## src/rtl/wdt_guard_pkg.sv

```systemverilog
/*
  constants, field layouts and state type of the watchdog mode and access guard.
  assumes a single system clock, an apb slave port and a cpu that acknowledges the prewarning interrupt.
*/
package wdt_guard_pkg;

  // ----------------------------------------------------------------
  // register map (byte addresses)
  // ----------------------------------------------------------------
  localparam logic [7:0] OFS_GUARDED_CON = 8'h00;
  localparam logic [7:0] OFS_REQUEST_CON = 8'h04;
  localparam logic [7:0] OFS_STATUS = 8'h08;

  // ----------------------------------------------------------------
  // fixed values
  // ----------------------------------------------------------------
  localparam logic [3:0] GUARD_ONES = 4'hf;
  localparam logic [15:0] TIMER_FIXED_LOAD = 16'hfffc;
  localparam logic [15:0] TIMER_MAX = 16'hffff;
  localparam logic [13:0] PRESC_SLOW_END = 14'h3fff;
  localparam logic [13:0] PRESC_FAST_MASK = 14'h00ff;
  localparam logic [7:0] PW_RESET = 8'h00;
  localparam logic [15:0] REL_RESET = 16'h0000;

  typedef enum logic [1:0] {
    MODE_TIMEOUT = 2'b00,
    MODE_NORMAL = 2'b01,
    MODE_DISABLE = 2'b10,
    MODE_PREWARN = 2'b11
  } mode_t;

  // ----------------------------------------------------------------
  // register word layouts
  // ----------------------------------------------------------------
  typedef struct packed {
    logic [15:0] reload_value;
    logic [7:0] user_password_field;
    logic [3:0] guard;
    logic dr_bit;
    logic ir_bit;
    logic lock_bit;
    logic init_done_lock;
  } guarded_word_t;

  typedef struct packed {
    logic [29:0] zero;
    logic disable_request;
    logic input_rate_request;
  } request_word_t;

  typedef struct packed {
    logic [15:0] timer_count;
    logic [9:0] zero;
    logic prewarning_mode_flag;
    logic timeout_mode_flag;
    logic disable_mode_flag;
    logic rate_fast;
    logic overflow_error_flag;
    logic access_error_flag;
  } status_word_t;

  typedef struct packed {
    mode_t mode;
    logic [15:0] timer_count;
    logic [13:0] presc;
    logic tick;
    logic init_done_lock;
    logic access_lock_flag;
    logic [7:0] user_password_field;
    logic [15:0] reload_value;
    logic input_rate_request;
    logic disable_request;
    logic rate_fast;
    logic access_error_flag;
    logic overflow_error_flag;
    logic nmi;
    logic wdt_reset;
    logic [31:0] prdata;
    logic pready;
    logic pslverr;
  } state_t;

endpackage

```

## src/rtl/watchdog_mode_and_access_guard.sv

```systemverilog
/*
  watchdog with time-out, normal, disable and prewarning modes, password guarded control register,
  privilege guarded request register and read-only status, all behind an apb slave.
  assumes pprot[0] marks supervisor accesses and that the device reset output is routed back to presetn.
*/
`timescale 1ns/1ps
`default_nettype none
module watchdog_mode_and_access_guard
  import wdt_guard_pkg::*;
(
  input wire logic pclk,
  input wire logic presetn,
  input wire logic psel,
  input wire logic penable,
  input wire logic pwrite,
  input wire logic [7:0] paddr,
  input wire logic [31:0] pwdata,
  input wire logic [2:0] pprot,
  input wire logic nmi_ack,
  output logic [31:0] prdata,
  output logic pready,
  output logic pslverr,
  output logic prewarn_interrupt_request,
  output logic init_done_lock,
  output logic wdt_reset_req
);

  // ----------------------------------------------------------------
  // decode
  // ----------------------------------------------------------------
  state_t q;
  state_t d;
  guarded_word_t wr_word;
  request_word_t req_word;
  logic setup_phase;
  logic access_phase;
  logic wr_guarded;
  logic wr_request;
  logic request_allowed;
  logic pw_ok;
  logic mod_ok;
  logic counting;
  logic overflow;

  assign wr_word = guarded_word_t'(pwdata);
  assign req_word = request_word_t'(pwdata);
  assign setup_phase = psel & ~penable;
  assign access_phase = psel & penable & q.pready;
  // prewarning freezes every write, including a late service password
  assign wr_guarded = access_phase & pwrite & (paddr == OFS_GUARDED_CON) & (q.mode != MODE_PREWARN);
  assign wr_request = access_phase & pwrite & (paddr == OFS_REQUEST_CON) & (q.mode != MODE_PREWARN);
  assign request_allowed = pprot[0] & ~q.init_done_lock;

  // password must echo current contents with bit 1 low and guard ones
  assign pw_ok = (wr_word.init_done_lock == q.init_done_lock) & ~wr_word.lock_bit &
                 (wr_word.ir_bit == q.input_rate_request) & (wr_word.dr_bit == q.disable_request) &
                 (wr_word.guard == GUARD_ONES) & (wr_word.user_password_field == q.user_password_field) &
                 (wr_word.reload_value == q.reload_value);
  assign mod_ok = wr_word.lock_bit & ~wr_word.ir_bit & ~wr_word.dr_bit & (wr_word.guard == GUARD_ONES);

  assign counting = q.tick & (q.mode != MODE_DISABLE);
  assign overflow = counting & (q.timer_count == TIMER_MAX);

  // ----------------------------------------------------------------
  // next state
  // ----------------------------------------------------------------
  always_comb begin
    d = q;
    d.presc = q.presc + 14'h0001;
    // slow rate after reset since rate_fast resets low
    if (q.rate_fast) begin
      d.tick = ((q.presc & PRESC_FAST_MASK) == PRESC_FAST_MASK);
    end else begin
      d.tick = (q.presc == PRESC_SLOW_END);
    end

    if (counting) begin
      d.timer_count = q.timer_count + 16'h0001;
    end

    // apb: answer is prepared in setup so outputs stay registered
    d.pready = setup_phase;
    d.pslverr = 1'b0;
    d.prdata = '0;
    if (setup_phase) begin
      unique case (paddr)
        OFS_GUARDED_CON: begin
          d.prdata = {q.reload_value, q.user_password_field, 4'h0, q.disable_request,
                      q.input_rate_request, q.access_lock_flag, q.init_done_lock};
        end
        OFS_REQUEST_CON: begin
          d.prdata = {30'h0, q.disable_request, q.input_rate_request};
          d.pslverr = pwrite & ~request_allowed & (q.mode != MODE_PREWARN);
        end
        OFS_STATUS: begin
          d.prdata = {q.timer_count, 10'h000, q.mode == MODE_PREWARN, q.mode == MODE_TIMEOUT,
                      q.mode == MODE_DISABLE, q.rate_fast, q.overflow_error_flag, q.access_error_flag};
          d.pslverr = pwrite;
        end
        default: begin
          d.pslverr = 1'b1;
        end
      endcase
    end

    // request register takes effect only later, at init_done_lock set
    if (wr_request && request_allowed) begin
      d.input_rate_request = req_word.input_rate_request;
      d.disable_request = req_word.disable_request;
    end

    // guarded register: lock state picks password or modify access
    if (wr_guarded) begin
      if (q.access_lock_flag) begin
        if (pw_ok) begin
          d.access_lock_flag = 1'b0;
          if (q.mode != MODE_TIMEOUT) begin
            // a second password in time-out does not restart the window
            d.mode = MODE_TIMEOUT;
            d.timer_count = TIMER_FIXED_LOAD;
          end
        end else begin
          d.access_error_flag = 1'b1;
        end
      end else begin
        if (mod_ok) begin
          d.access_lock_flag = 1'b1;
          d.init_done_lock = wr_word.init_done_lock;
          d.user_password_field = wr_word.user_password_field;
          d.reload_value = wr_word.reload_value;
          if (q.mode == MODE_TIMEOUT && wr_word.init_done_lock) begin
            d.rate_fast = q.input_rate_request;
            d.access_error_flag = 1'b0;
            d.overflow_error_flag = 1'b0;
            if (q.disable_request) begin
              d.mode = MODE_DISABLE;
            end else begin
              d.mode = MODE_NORMAL;
              d.timer_count = wr_word.reload_value;
            end
          end
        end else begin
          d.access_error_flag = 1'b1;
        end
      end
    end

    // errors override the mode, count and lock set by a write of the same cycle
    if (overflow && q.mode != MODE_PREWARN) begin
      d.overflow_error_flag = 1'b1;
    end
    if (q.mode != MODE_PREWARN &&
        (overflow || (wr_guarded && (q.access_lock_flag ? ~pw_ok : ~mod_ok)))) begin
      d.mode = MODE_PREWARN;
      d.timer_count = TIMER_FIXED_LOAD;
      d.access_lock_flag = 1'b1;
    end

    // interrupt: set on entry wins over a simultaneous acknowledge
    if (nmi_ack) begin
      d.nmi = 1'b0;
    end
    if (q.mode != MODE_PREWARN && d.mode == MODE_PREWARN) begin
      d.nmi = 1'b1;
    end

    // end of the prewarning period; held until the chip reset arrives
    if (q.mode == MODE_PREWARN && overflow) begin
      d.wdt_reset = 1'b1;
    end
  end

  // ----------------------------------------------------------------
  // state register
  // ----------------------------------------------------------------
  always_ff @(posedge pclk or negedge presetn) begin
    if (!presetn) begin
      q.mode <= MODE_TIMEOUT;
      q.timer_count <= TIMER_FIXED_LOAD;
      q.presc <= '0;
      q.tick <= 1'b0;
      q.init_done_lock <= 1'b0;
      q.access_lock_flag <= 1'b1;
      q.user_password_field <= PW_RESET;
      q.reload_value <= REL_RESET;
      q.input_rate_request <= 1'b0;
      q.disable_request <= 1'b0;
      q.rate_fast <= 1'b0;
      q.access_error_flag <= 1'b0;
      q.overflow_error_flag <= 1'b0;
      q.nmi <= 1'b0;
      q.wdt_reset <= 1'b0;
      q.prdata <= '0;
      q.pready <= 1'b0;
      q.pslverr <= 1'b0;
    end else begin
      q <= d;
    end
  end

  assign prdata = q.prdata;
  assign pready = q.pready;
  assign pslverr = q.pslverr;
  assign prewarn_interrupt_request = q.nmi;
  assign init_done_lock = q.init_done_lock;
  assign wdt_reset_req = q.wdt_reset;

  // ----------------------------------------------------------------
  // checks
  // ----------------------------------------------------------------
  a_service_enters_timeout: assert property (@(posedge pclk) disable iff (!presetn)
    (wr_guarded && q.access_lock_flag && pw_ok && q.mode == MODE_NORMAL && !overflow) |=>
      (q.mode == MODE_TIMEOUT && q.timer_count == TIMER_FIXED_LOAD && !q.access_lock_flag))
    else $error("valid password in normal mode did not start time-out");

  a_prewarn_stays: assert property (@(posedge pclk) disable iff (!presetn)
    (q.mode == MODE_PREWARN) |=> (q.mode == MODE_PREWARN) && $stable(q.reload_value) && $stable(q.disable_request))
    else $error("prewarning mode left or registers changed");

  a_prewarn_raises_nmi: assert property (@(posedge pclk) disable iff (!presetn)
    (q.mode != MODE_PREWARN ##1 q.mode == MODE_PREWARN) |-> prewarn_interrupt_request)
    else $error("no interrupt request on prewarning entry");

  a_disable_frozen: assert property (@(posedge pclk) disable iff (!presetn)
    (q.mode == MODE_DISABLE ##1 q.mode == MODE_DISABLE) |-> $stable(q.timer_count))
    else $error("counter moved in disable mode");

  a_request_guard: assert property (@(posedge pclk) disable iff (!presetn)
    (access_phase && pwrite && paddr == OFS_REQUEST_CON && !request_allowed && q.mode != MODE_PREWARN) |->
      pslverr ##1 ($stable(q.input_rate_request) && $stable(q.disable_request)))
    else $error("request register write not refused");

  a_modify_relocks: assert property (@(posedge pclk) disable iff (!presetn)
    (wr_guarded && !q.access_lock_flag) |=> q.access_lock_flag)
    else $error("guarded register left unlocked after modify");

  a_normal_overflow: assert property (@(posedge pclk) disable iff (!presetn)
    (q.mode == MODE_NORMAL && overflow) |=> (q.mode == MODE_PREWARN && q.overflow_error_flag))
    else $error("normal overflow did not enter prewarning");

  a_prewarn_reset: assert property (@(posedge pclk) disable iff (!presetn)
    (q.mode == MODE_PREWARN && overflow) |=> wdt_reset_req)
    else $error("no device reset at end of prewarning");

  a_normal_reload: assert property (@(posedge pclk) disable iff (!presetn)
    (q.mode == MODE_TIMEOUT ##1 q.mode == MODE_NORMAL) |-> (q.timer_count == q.reload_value))
    else $error("normal mode not started from reload value");

  a_disable_pw_timeout: assert property (@(posedge pclk) disable iff (!presetn)
    (wr_guarded && q.access_lock_flag && pw_ok && q.mode == MODE_DISABLE) |=>
      (q.mode == MODE_TIMEOUT && q.timer_count == TIMER_FIXED_LOAD))
    else $error("valid password in disable mode did not start time-out");

  a_disable_bad_access: assert property (@(posedge pclk) disable iff (!presetn)
    (wr_guarded && q.mode == MODE_DISABLE && (q.access_lock_flag ? !pw_ok : !mod_ok)) |=>
      (q.mode == MODE_PREWARN && q.access_error_flag))
    else $error("invalid access in disable mode did not enter prewarning");

  a_timeout_overflow: assert property (@(posedge pclk) disable iff (!presetn)
    (q.mode == MODE_TIMEOUT && overflow) |=>
      (q.mode == MODE_PREWARN && q.overflow_error_flag && prewarn_interrupt_request))
    else $error("time-out overflow did not enter prewarning");

  a_timeout_bad_access: assert property (@(posedge pclk) disable iff (!presetn)
    (q.mode == MODE_TIMEOUT && wr_guarded && (q.access_lock_flag ? !pw_ok : !mod_ok)) |=>
      (q.mode == MODE_PREWARN && q.access_error_flag))
    else $error("invalid access in time-out did not enter prewarning");

  a_normal_bad_access: assert property (@(posedge pclk) disable iff (!presetn)
    (q.mode == MODE_NORMAL && wr_guarded && (q.access_lock_flag ? !pw_ok : !mod_ok)) |=>
      (q.mode == MODE_PREWARN && q.access_error_flag))
    else $error("invalid access in normal mode did not enter prewarning");

  a_init_done_lock_normal: assert property (@(posedge pclk) disable iff (!presetn)
    (q.mode == MODE_TIMEOUT && wr_guarded && !q.access_lock_flag && mod_ok && wr_word.init_done_lock &&
      !q.disable_request && !overflow) |=> (q.mode == MODE_NORMAL))
    else $error("init_done_lock set without disable request did not enter normal mode");

  a_init_done_lock_disable: assert property (@(posedge pclk) disable iff (!presetn)
    (q.mode == MODE_TIMEOUT && wr_guarded && !q.access_lock_flag && mod_ok && wr_word.init_done_lock &&
      q.disable_request && !overflow) |=> (q.mode == MODE_DISABLE))
    else $error("init_done_lock set with disable request did not enter disable mode");

  a_open_keeps_timeout: assert property (@(posedge pclk) disable iff (!presetn)
    (q.mode == MODE_TIMEOUT && wr_guarded && !q.access_lock_flag && mod_ok && !wr_word.init_done_lock &&
      !overflow) |=> (q.mode == MODE_TIMEOUT && !init_done_lock))
    else $error("clearing init_done_lock did not open the protection line in time-out");

  a_disable_entry: assert property (@(posedge pclk) disable iff (!presetn)
    (q.mode != MODE_TIMEOUT && q.mode != MODE_DISABLE) |=>
      (q.mode != MODE_DISABLE))
    else $error("disable mode entered from outside time-out");

  a_rate_latched: assert property (@(posedge pclk) disable iff (!presetn)
    !(wr_guarded && !q.access_lock_flag && mod_ok) |=>
      $stable(q.rate_fast))
    else $error("counter rate changed outside a valid modify");

  a_request_write: assert property (@(posedge pclk) disable iff (!presetn)
    (access_phase && pwrite && paddr == OFS_REQUEST_CON && request_allowed && q.mode != MODE_PREWARN) |->
      !pslverr ##1 (q.input_rate_request == $past(req_word.input_rate_request)))
    else $error("permitted request register write refused or lost");

  a_password_unlocks: assert property (@(posedge pclk) disable iff (!presetn)
    (wr_guarded && q.access_lock_flag && pw_ok && !overflow) |=>
      !q.access_lock_flag)
    else $error("valid password did not unlock the guarded register");

  a_lock_held: assert property (@(posedge pclk) disable iff (!presetn)
    (q.access_lock_flag && !(wr_guarded && pw_ok)) |=>
      q.access_lock_flag)
    else $error("guarded register unlocked without a valid password");

  a_line_follows_modify: assert property (@(posedge pclk) disable iff (!presetn)
    (wr_guarded && !q.access_lock_flag && mod_ok) |=>
      (init_done_lock == $past(wr_word.init_done_lock)))
    else $error("protection line does not follow the modify write");

  a_open_only_timeout: assert property (@(posedge pclk) disable iff (!presetn)
    (!init_done_lock && q.mode != MODE_PREWARN) |->
      (q.mode == MODE_TIMEOUT))
    else $error("protected registers open outside time-out mode");

  a_status_readonly: assert property (@(posedge pclk) disable iff (!presetn)
    (access_phase && pwrite && paddr == OFS_STATUS) |->
      pslverr)
    else $error("status register write not refused");

  a_control_readable: assert property (@(posedge pclk) disable iff (!presetn)
    (access_phase && !pwrite && (paddr == OFS_GUARDED_CON || paddr == OFS_REQUEST_CON)) |->
      !pslverr)
    else $error("control register read refused");

  a_nmi_held: assert property (@(posedge pclk) disable iff (!presetn)
    (prewarn_interrupt_request && !nmi_ack) |=>
      prewarn_interrupt_request)
    else $error("interrupt request dropped without acknowledge");

  a_timeout_entry_load: assert property (@(posedge pclk) disable iff (!presetn)
    (q.mode != MODE_TIMEOUT ##1 q.mode == MODE_TIMEOUT) |->
      (q.timer_count == TIMER_FIXED_LOAD))
    else $error("time-out entry did not load the fixed count");

  a_prewarn_entry_load: assert property (@(posedge pclk) disable iff (!presetn)
    (q.mode != MODE_PREWARN ##1 q.mode == MODE_PREWARN) |->
      (q.timer_count == TIMER_FIXED_LOAD))
    else $error("prewarning entry did not load the fixed count");

endmodule
`default_nettype wire

```

## config.mk

```make
export PLATFORM = sky130hd
export DESIGN_NAME = watchdog_mode_and_access_guard
export DESIGN_NICKNAME = d
export VERILOG_FILES = /design/src/rtl/wdt_guard_pkg.sv /design/src/rtl/watchdog_mode_and_access_guard.sv
export SDC_FILE = /design/constraint.sdc
export NUM_CORES = 1
export LEC_CHECK = 0
export ABC_CLOCK_PERIOD_IN_PS = 3750
export BUFFER_PORTS_ARGS = -buffer_cell sky130_fd_sc_hd__buf_2
export CAP_MARGIN = 20
export CORE_ASPECT_RATIO = 0.8
export CORE_UTILIZATION = 60
export DETAILED_ROUTE_END_ITERATION = 8
export PLACE_DENSITY_LB_ADDON = 0.05
export SYNTH_ARGS = -nofsm -noshare
export SYNTH_HDL_FRONTEND = slang
export SYNTH_SLANG_ARGS = --single-unit
```

## constraint.sdc

```tcl
create_clock -name pclk -period 3.75 [get_ports pclk]
set_clock_uncertainty 0.1 [all_clocks]
set_input_delay 0.1875 -clock pclk [delete_from_list [all_inputs] [get_ports pclk]]
set_output_delay 0.1875 -clock pclk [all_outputs]
set_load 0.05 [all_outputs]
```

Word-level counts from Yosys, hierarchy flattened
Cells that the tools add are included.
{ "word_totals": {"output_inout_bits": 37, "inputBits": 49, "register_bits": 100} }
{ "op_classes": {"n_mux": 32, "eq_ne": 19, "n_reduce_logical": 20, "bitwise_logic": 31, "add_sub_neg": 2} }
{ "ops": {"columns": ["cell", "count"], "rows": [
  ["2-to-1 mux 18 bit", 7],
  ["case mux 32 bit (3 select lines)", 1],
  ["2-to-1 mux 25 bit", 2],
  ["2-to-1 mux 16 bit", 2],
  ["2-to-1 mux 32 bit", 1],
  ["2-to-1 mux 24 bit", 1],
  ["bitwise AND 1 bit", 22],
  ["adder 16 x 1 -> 16 bit, second input constant", 1],
  ["== test 16 bit", 1],
  ["== test 16 bit, second input constant", 1],
  ["2-to-1 mux 1 bit", 15],
  ["adder 14 x 1 -> 14 bit, second input constant", 1],
  ["== test 14 bit, second input constant", 1],
  ["nonzero test 2 bit", 6],
  ["NOT 1 bit", 9],
  ["== test 8 x 3 -> 1 bit, second input constant", 1],
  ["== test 8 x 4 -> 1 bit, second input constant", 1],
  ["== test 8 bit", 1],
  ["== test 8 bit, second input constant", 1],
  ["logical NOT 8 bit", 1],
  ["AND reduction 4 bit", 2],
  ["logical AND 1 bit", 7],
  ["== test 2 bit, second input constant", 3],
  ["inequality test 2 bit, second input constant", 3],
  ["10 further kinds", 13]
]} }

Depth between registers and ports, before layout
Gate-level depths: netlist (run 1).
{ "logic_depth": {"ltp_word": 16, "mapped_depth": 8, "mapped_depth_nobuf": 7} }

Worst setup path after synthesis (run 1)
OpenSTA, ideal clock, no wires.
{ "synth_path": {"path_type": "input port to flip-flop", "start": "input port paddr[1]", "end": "register q[82] in the netlist's numbering", "arrival_ns": 2.038, "slack_ns": 1.492, "path_buffers": 0, "cell_stages": 6, "path_cell_list": "or4_4 > nor4b_4 > nand2_2 > or3_1 > o221a_1 > o211a_1"} }
{ "synth_lines": {"columns": ["element", "line_no", "text"], "rows": [
  ["from (decl)", "watchdog_mode_and_access_guard.sv:16", "input wire logic [7:0] paddr,"],
  ["to (decl)", "watchdog_mode_and_access_guard.sv:31", "state_t q;"]
]} }

Worst setup path after layout (run 1)
{ "layout_path": {"start": "input port pwdata[25]", "end": "register q, in the netlist prewarn_interrupt_request"} }
{ "layout_between": {"elab_chain_cells": 11, "word_cells_on_any_way": 15, "cone_classes": "eq/ne (2); mux (6); bitwise (2); reduce/logical (5)"} }
{ "layout_rtl": {"columns": ["element", "line_no", "text"], "rows": [
  ["from (decl)", "watchdog_mode_and_access_guard.sv:17", "input wire logic [31:0] pwdata,"],
  ["== test 16 bit (*)", "watchdog_mode_and_access_guard.sv:58", "(wr_word.reload_value == q.reload_value);"],
  ["bitwise AND 1 bit (*)", "watchdog_mode_and_access_guard.sv:57", "(wr_word.guard == GUARD_ONES) & (wr_word.user_password_field == q.user_password_field) &"],
  ["NOT 1 bit", "watchdog_mode_and_access_guard.sv:153", "(overflow || (wr_guarded && (q.access_lock_flag ? ~pw_ok : ~mod_ok)))) begin"],
  ["2-to-1 mux 1 bit", "watchdog_mode_and_access_guard.sv:153", null],
  ["logical AND 1 bit", "watchdog_mode_and_access_guard.sv:153", null],
  ["logical OR 1 bit", "watchdog_mode_and_access_guard.sv:153", null],
  ["logical AND 1 bit", "watchdog_mode_and_access_guard.sv:152", "if (q.mode != MODE_PREWARN &&"],
  ["2-to-1 mux 18 bit (*)", "watchdog_mode_and_access_guard.sv:152", null],
  ["== test 2 bit (*)", "watchdog_mode_and_access_guard.sv:163", "if (q.mode != MODE_PREWARN && d.mode == MODE_PREWARN) begin"],
  ["logical AND 1 bit (*)", "watchdog_mode_and_access_guard.sv:163", null],
  ["2-to-1 mux 1 bit or nonzero test 2 bit (tied branches)", null, null]
]} }
Every way passes the cells marked *; elsewhere a longest branch is shown, timed or not.
A chain may end at the register's enable or synchronous reset.

==> impl_metrics.ini, run 1 <==
[routing]
firstDrtPassIters = 6
ant_nets = 0
drt_iter0_markers = 234
wl_per_cell_um = 16.3
num_vias = 3542
drcViolationCount = 0
vias_per_cell = 5.53
wirelength_um = 10400

[cts]
cts_buffers = 9
clockBufferDepth = 2
cts_root_buf = clkbuf_8
post_cts_buffers = 0
clk_pin_slew_worst_paths_ns = 0.09
htreeDepth = 3
clk_latency_ns = 0.37
numClockSinks = 98
tritoncts = done

[status]
outcome = finished clean

[layout]
antenna_cells = 0
fin_area_um2 = 5540
final.fill_count = 603
final_layout_size_suffix_gt1_share_pct = 28.0
final_core_util_pct = 72.8
area_growth_syn_to_layout_pct = 14.8
fin_cells = 641
final_nets = 582

[floorplan]
die_h_um = 82.2
boundaryPins = 86
core_um2 = 7600
die_w_um = 102
dieArea_um2 = 8400
row_count = 28
initial_utilization_pct = 63.4

[worst_setup_path]
cpPeakStageDelay_ns = 0.55
rr_startpoint = q[50]
required_ns = 3.85
crit_slowest_cell = dlygate4sd3_1
cp_data_arrival_time_ns = 2.79
cp-start-kind = primary input
cp-startpoint = pwdata[25]
r2r_setup_slack_ns = 1.13
worstSetupPathType = in -> reg
r2r_end = prewarn_interrupt_request
r2r_cells = 6
crit_chain = dlygate4sd3_1, buf_2, xor2_1, nor4_1, nand4_1, o21ai_1, o21a_1, o21ai_0
crit_fanout = 15
end_kind = flip-flop

[global_route]
antenna_found_initial = 0
gr-total-overflow = 0
grt_first_pass_wirelength_um = 16400
grt_usage_pct = 26.6
grt_pass1_vias = 3235
grt_start_max_net_pins = 76

[sta]
max_freq_mhz = 373
setup_ws_ns = 1.07
drv_slew = 0
setup_violations = 0
timing.final.crit_share_pct = 71.6
max_slew_margin_pct = 34.4
tightestPinTransition_ns = 0.976
whs_ns = 0.00796
rsz0062_at_grt = false
tns_ns = 0
finalCriticalPeriod_ns = 2.68
hold_violations = 0

[yosys]
netlist_instances = 457
ys_seq_elements = 98
ys_seq_area_share_pct = 51.3
synth_flop_cell = dfrtp_1
synth.top_cell.area_share_pct = 43.1
synth.avg_cell_area_um2 = 10.5
post-synth-top-count-cell = dfrtp_1
synth_common_cells = dfrtp_1 (83), nor2_1 (55), xor2_1 (38)
synth.area.top_cells = dfrtp_1 (43%), dfstp_2 (8.2%), xor2_1 (6.9%)
yosys.area.top_type = dfrtp_1
syn_area_um2 = 4820
yosysWarnings = 0
ys_types = 42
synth-edff-count = 0
ys_async_sr_fraction_pct = 100

[place]
dpl.cell_count = 601
io_buffers = 81
hpwlAfterDp_um = 7210
place_congestion = 0.890
post-place-ws_ns = 1.09
dpl_cell_area_um2 = 5100

[worst_hold_path]
whs_endpoint = q[40]
hp-class = in -> reg
whs_path_depth = 2
hold_start = pwdata[0]

[pwr]
total_power_mw = 1.85
power_leakage_nw = 2.80
ir_drop_v = 0.000257
power-per-cell-area_nw_per_um2 = 334

[run]
maxCapViolCount = 0
[per-layer routing]
layer | wire length [µm] | vias to the layer above | GRT usage (%)
li1 | - | 1696 | -
met1 | 4680 | 1673 | 38.3
met2 | 4790 | 161 | 40.3
met3 | 797 | 12 | 6.14
met4 | 152 | 0 | 8.71
met5 | 0 | - | 0
[layout by cell type (no fill, tap or decap), types with 2 or more instances in the layout]
master and n:
or3_1 3, nor4_1 9, nor2_1 55, o21ai_0 12, nor2b_1 3, mux2i_1 3, nor3_1 19, clkinv_4 2
a22oi_1 18, nand2_1 18, conb_1 2, dlygate4sd3_1 24, nand4_1 9, and3_1 14, xor2_1 38, clkbuf_8 9
inv_1 6, xnor2_1 16, dfrtp_1 83, nand3_1 15, a21oi_1 5, dfstp_2 15, nand2b_1 5, nor3b_1 2
ha_1 2, o21ai_1 12, buf_2 80, clkinvlp_4 2, o211a_1 2, mux2_2 28, and2_1 3, buf_4 7
[worst max-delay path: cells and delay by family]
kind            cells  cell delay [ns]
compound gates      3             1.06
xor+xnor            1             0.15
buf+inv             2             0.69
simple gates        2             0.69
[repair_timing]
item / in CTS / in global routing
setup endpoints to repair: 0 / 0
hold buffers: 23 / 1
hold endpoints to repair: 89 / 1
gates resized for setup: 0 / 0
[power breakdown]
part           internal (mW)  switching (mW)  leakage, nW
Sequential              1.06        0.000463         1.29
Combinational         0.0465          0.0664         1.42
Clock                  0.310           0.366       0.0925
Total                   1.41           0.432         2.80
[state kept, by name, summed over array words and instances, names as in the netlist]
register,cells
init_done_lock,1
wdt_reset_req,1
pready,1
prdata,30
q,63
prewarn_interrupt_request,1
pslverr,1
[how the worst max path moves through the flow]
| stage | end | slack, ns | cells after the start |
|---|---|---|---|
| floorplan | q[82] | 1.49 | 6 |
| global placement | q[82] | 1.14 | 7 |
| detailed placement | q[83] | 1.09 | 7 |
| CTS | prewarn_interrupt_request | 1.14 | 8 |
| global route | prewarn_interrupt_request | 0.94 | 8 |
| finish | prewarn_interrupt_request | 1.07 | 8 |
[cell type report]
type                       count  area, µm²  area share, %
timing repair buffer         111        693           12.5
sequential                    98       2470           44.6
tap                          105        131           2.37
clock buffer                  10        128           2.31
clock inverter                 6       67.6           1.22
inverter                       6       22.5          0.407
multi-input combinational    305       2020           36.5
[cell families (layout without fill, tap and decap cells)]
| kind of cell | Yosys count | after routing | share of synthesized area, % |
|---|---|---|---|
| xor gates and xnor gates | 54 | 54 | 9.81 |
| muxes | 31 | 31 | 7.17 |
| and+or+nand+nor | 162 | 162 | 17.2 |
| adders and majority gates | 2 | 2 | 0.519 |
| DFF | 98 | 98 | 51.3 |
| buffers and inverters | 55 | 133 | 6.85 |
| other | 1 | 2 | 0.0778 |
| AOI/OAI and AO/OA | 54 | 54 | 7.11 |
No activity file was read; power rests on OpenSTA's default activity.
==> run 2, diff against run 1 <==
Settings changed: ABC_CLOCK_PERIOD_IN_PS 3750 to 2700, CORE_UTILIZATION 60 to 56.
Clock period 3.75 ns to 2.7 ns, I/O delays scaled along.
==> run 2 against run 1 <==
Critical path depth stayed put. Wire length is 3.9% higher. Setup slack lost 0.91 ns. Critical endpoint unchanged. Largest power group unchanged. Highest routed layer unchanged.
==> impl_metrics.ini, run 2 (synthesis results as in run 1) <==
[run]
maxCapViolCount = 0

[cts]
cts_root_buf = clkbuf_8
clk_latency_ns = 0.37
clockBufferDepth = 2
cts.repair.resized = 0
post_cts_buffers = 0
clk_pin_slew_worst_paths_ns = 0.09
numClockSinks = 98
tritoncts = done
htreeDepth = 3
hold_buffers = 28
cts_buffers = 9

[sta]
setup_violations = 0
tightestPinTransition_ns = 0.925
drv_slew = 0
timing.final.crit_share_pct = 94.1
tns_ns = 0
hold_violations = 0
max_freq_mhz = 394
whs_ns = 0.0361
max_slew_margin_pct = 38.3
finalCriticalPeriod_ns = 2.54
rsz0062_at_grt = false

[worst_setup_path]
worstSetupPathType = in -> reg
cp-start-kind = primary input
end_kind = flip-flop
cpPeakStageDelay_ns = 0.55
worstSetupPathDepth = 8
cp-startpoint = pwdata[24]
crit_chain = dlygate4sd3_1, buf_2, xor2_1, nor4_1, nand4_1, o21ai_1, o21a_1, o21ai_0
crit_slowest_cell = o21a_1
crit_fanout = 15
required_ns = 2.81
endpoint = prewarn_interrupt_request
path_buf_inv = 2
r2r_setup_slack_ns = 0.18
r2r_end = prewarn_interrupt_request
crit_family = compound AO/OA/AOI/OAI gates
rr_startpoint = q[49]
cp_data_arrival_time_ns = 2.65
r2r_cells = 6

[layout]
area_growth_syn_to_layout_pct = 16.8
final_common_cell = dfrtp_1
final_nets = 595
largest_reg_flops = 63
biggestRegsByFlops = q: 63 flops, prdata: 30 flops
final_cell_mix = dfrtp_1 (83), buf_2 (80), nor2_1 (55), xor2_1 (38)
final.fill_count = 645
largest_register = q
antenna_cells = 0
final_layout_size_suffix_gt1_share_pct = 29.0

[routing]
vias_per_cell = 5.48
wirelength_um = 10800
ant_nets = 0
drcViolationCount = 0
firstDrtPassIters = 5
num_vias = 3598
drt_iter0_markers = 203
wl_per_cell_um = 16.5

[floorplan]
core_um2 = 8130
row_count = 29
dieArea_um2 = 8980
initial_utilization_pct = 59.3
die_h_um = 85.0
boundaryPins = 86
die_w_um = 106

[status]
outcome = finished clean

[global_route]
grt_first_pass_wirelength_um = 17700
grt_usage_pct = 26.0
antenna_found_initial = 0
gr-total-overflow = 0
grt_pass1_vias = 3418
grt_start_max_net_pins = 77

[place]
io_buffers = 81
place_congestion = 0.872
hpwlAfterDp_um = 7470

[pwr]
power_leakage_nw = 2.86
ir_drop_v = 0.000282
power-per-cell-area_nw_per_um2 = 447
total_power_mw = 2.52

[worst_hold_path]
whs_path_depth = 3
hp-class = in -> reg
-- run 2: cell types whose count changed in the layout (fill, tap and decap cells not counted), sizes merged --
cell         change
dlygate4sd3      +4
inv              +1
clkbuf           +1
buf              +9
bufinv           -1
clkinvlp         -1
-- run 2: report_power, final --
group,internal [mW],leakage (nW),switching [mW]
logic,0.0704,1.48,0.0932
registers,1.47,1.29,0.000641
clock network,0.366,0.0899,0.517
-- run 2: stage by stage --
step                cells  worst slack, ns  utilization [%]  area, µm²
detailed placement    613            0.213             63.6       5170
global placement      613            0.241             63.6       5170
floorplan             458            0.458                -       4820
CTS                   657            0.224             69.3       5630
finish                657            0.161             69.3       5630
global route          657           0.0140             69.3       5630
-- run 2: worst min-delay path, cell delays in order --
cell and delay, ns:
buf_2 0.10, nor2b_1 0.05, buf_4 0.17
-- run 2: worst min-delay path by stage --
stage	startpoint	endpoint	slack (ns)
final	penable	pready	0.04
after global routing	penable	pready	0.04
after CTS	penable	pready	0.03
after detailed placement	presetn	prdata[30]	0.23
after global placement	presetn	prdata[25]	0.23
after floorplan	presetn	init_done_lock	-0.26
-- run 2: final cells by class --
type	instances	area (µm²)	area share (%)
clock buffers	11	141	2.51
clock inverters	5	38.8	0.689
inverters	6	22.5	0.400
multi-input cells	305	2020	35.9
flip-flops and latches	98	2470	43.9
well taps	108	135	2.40
repair buffers	124	801	14.2
-- run 2: routing by layer --
layer	wire length, µm	track usage [%]	part of all wire (%)
met1	5090	37.2	47
met2	4890	40.8	45
met3	701	5.68	6.5
met4	140	6.06	1.3
met5	0	0	0
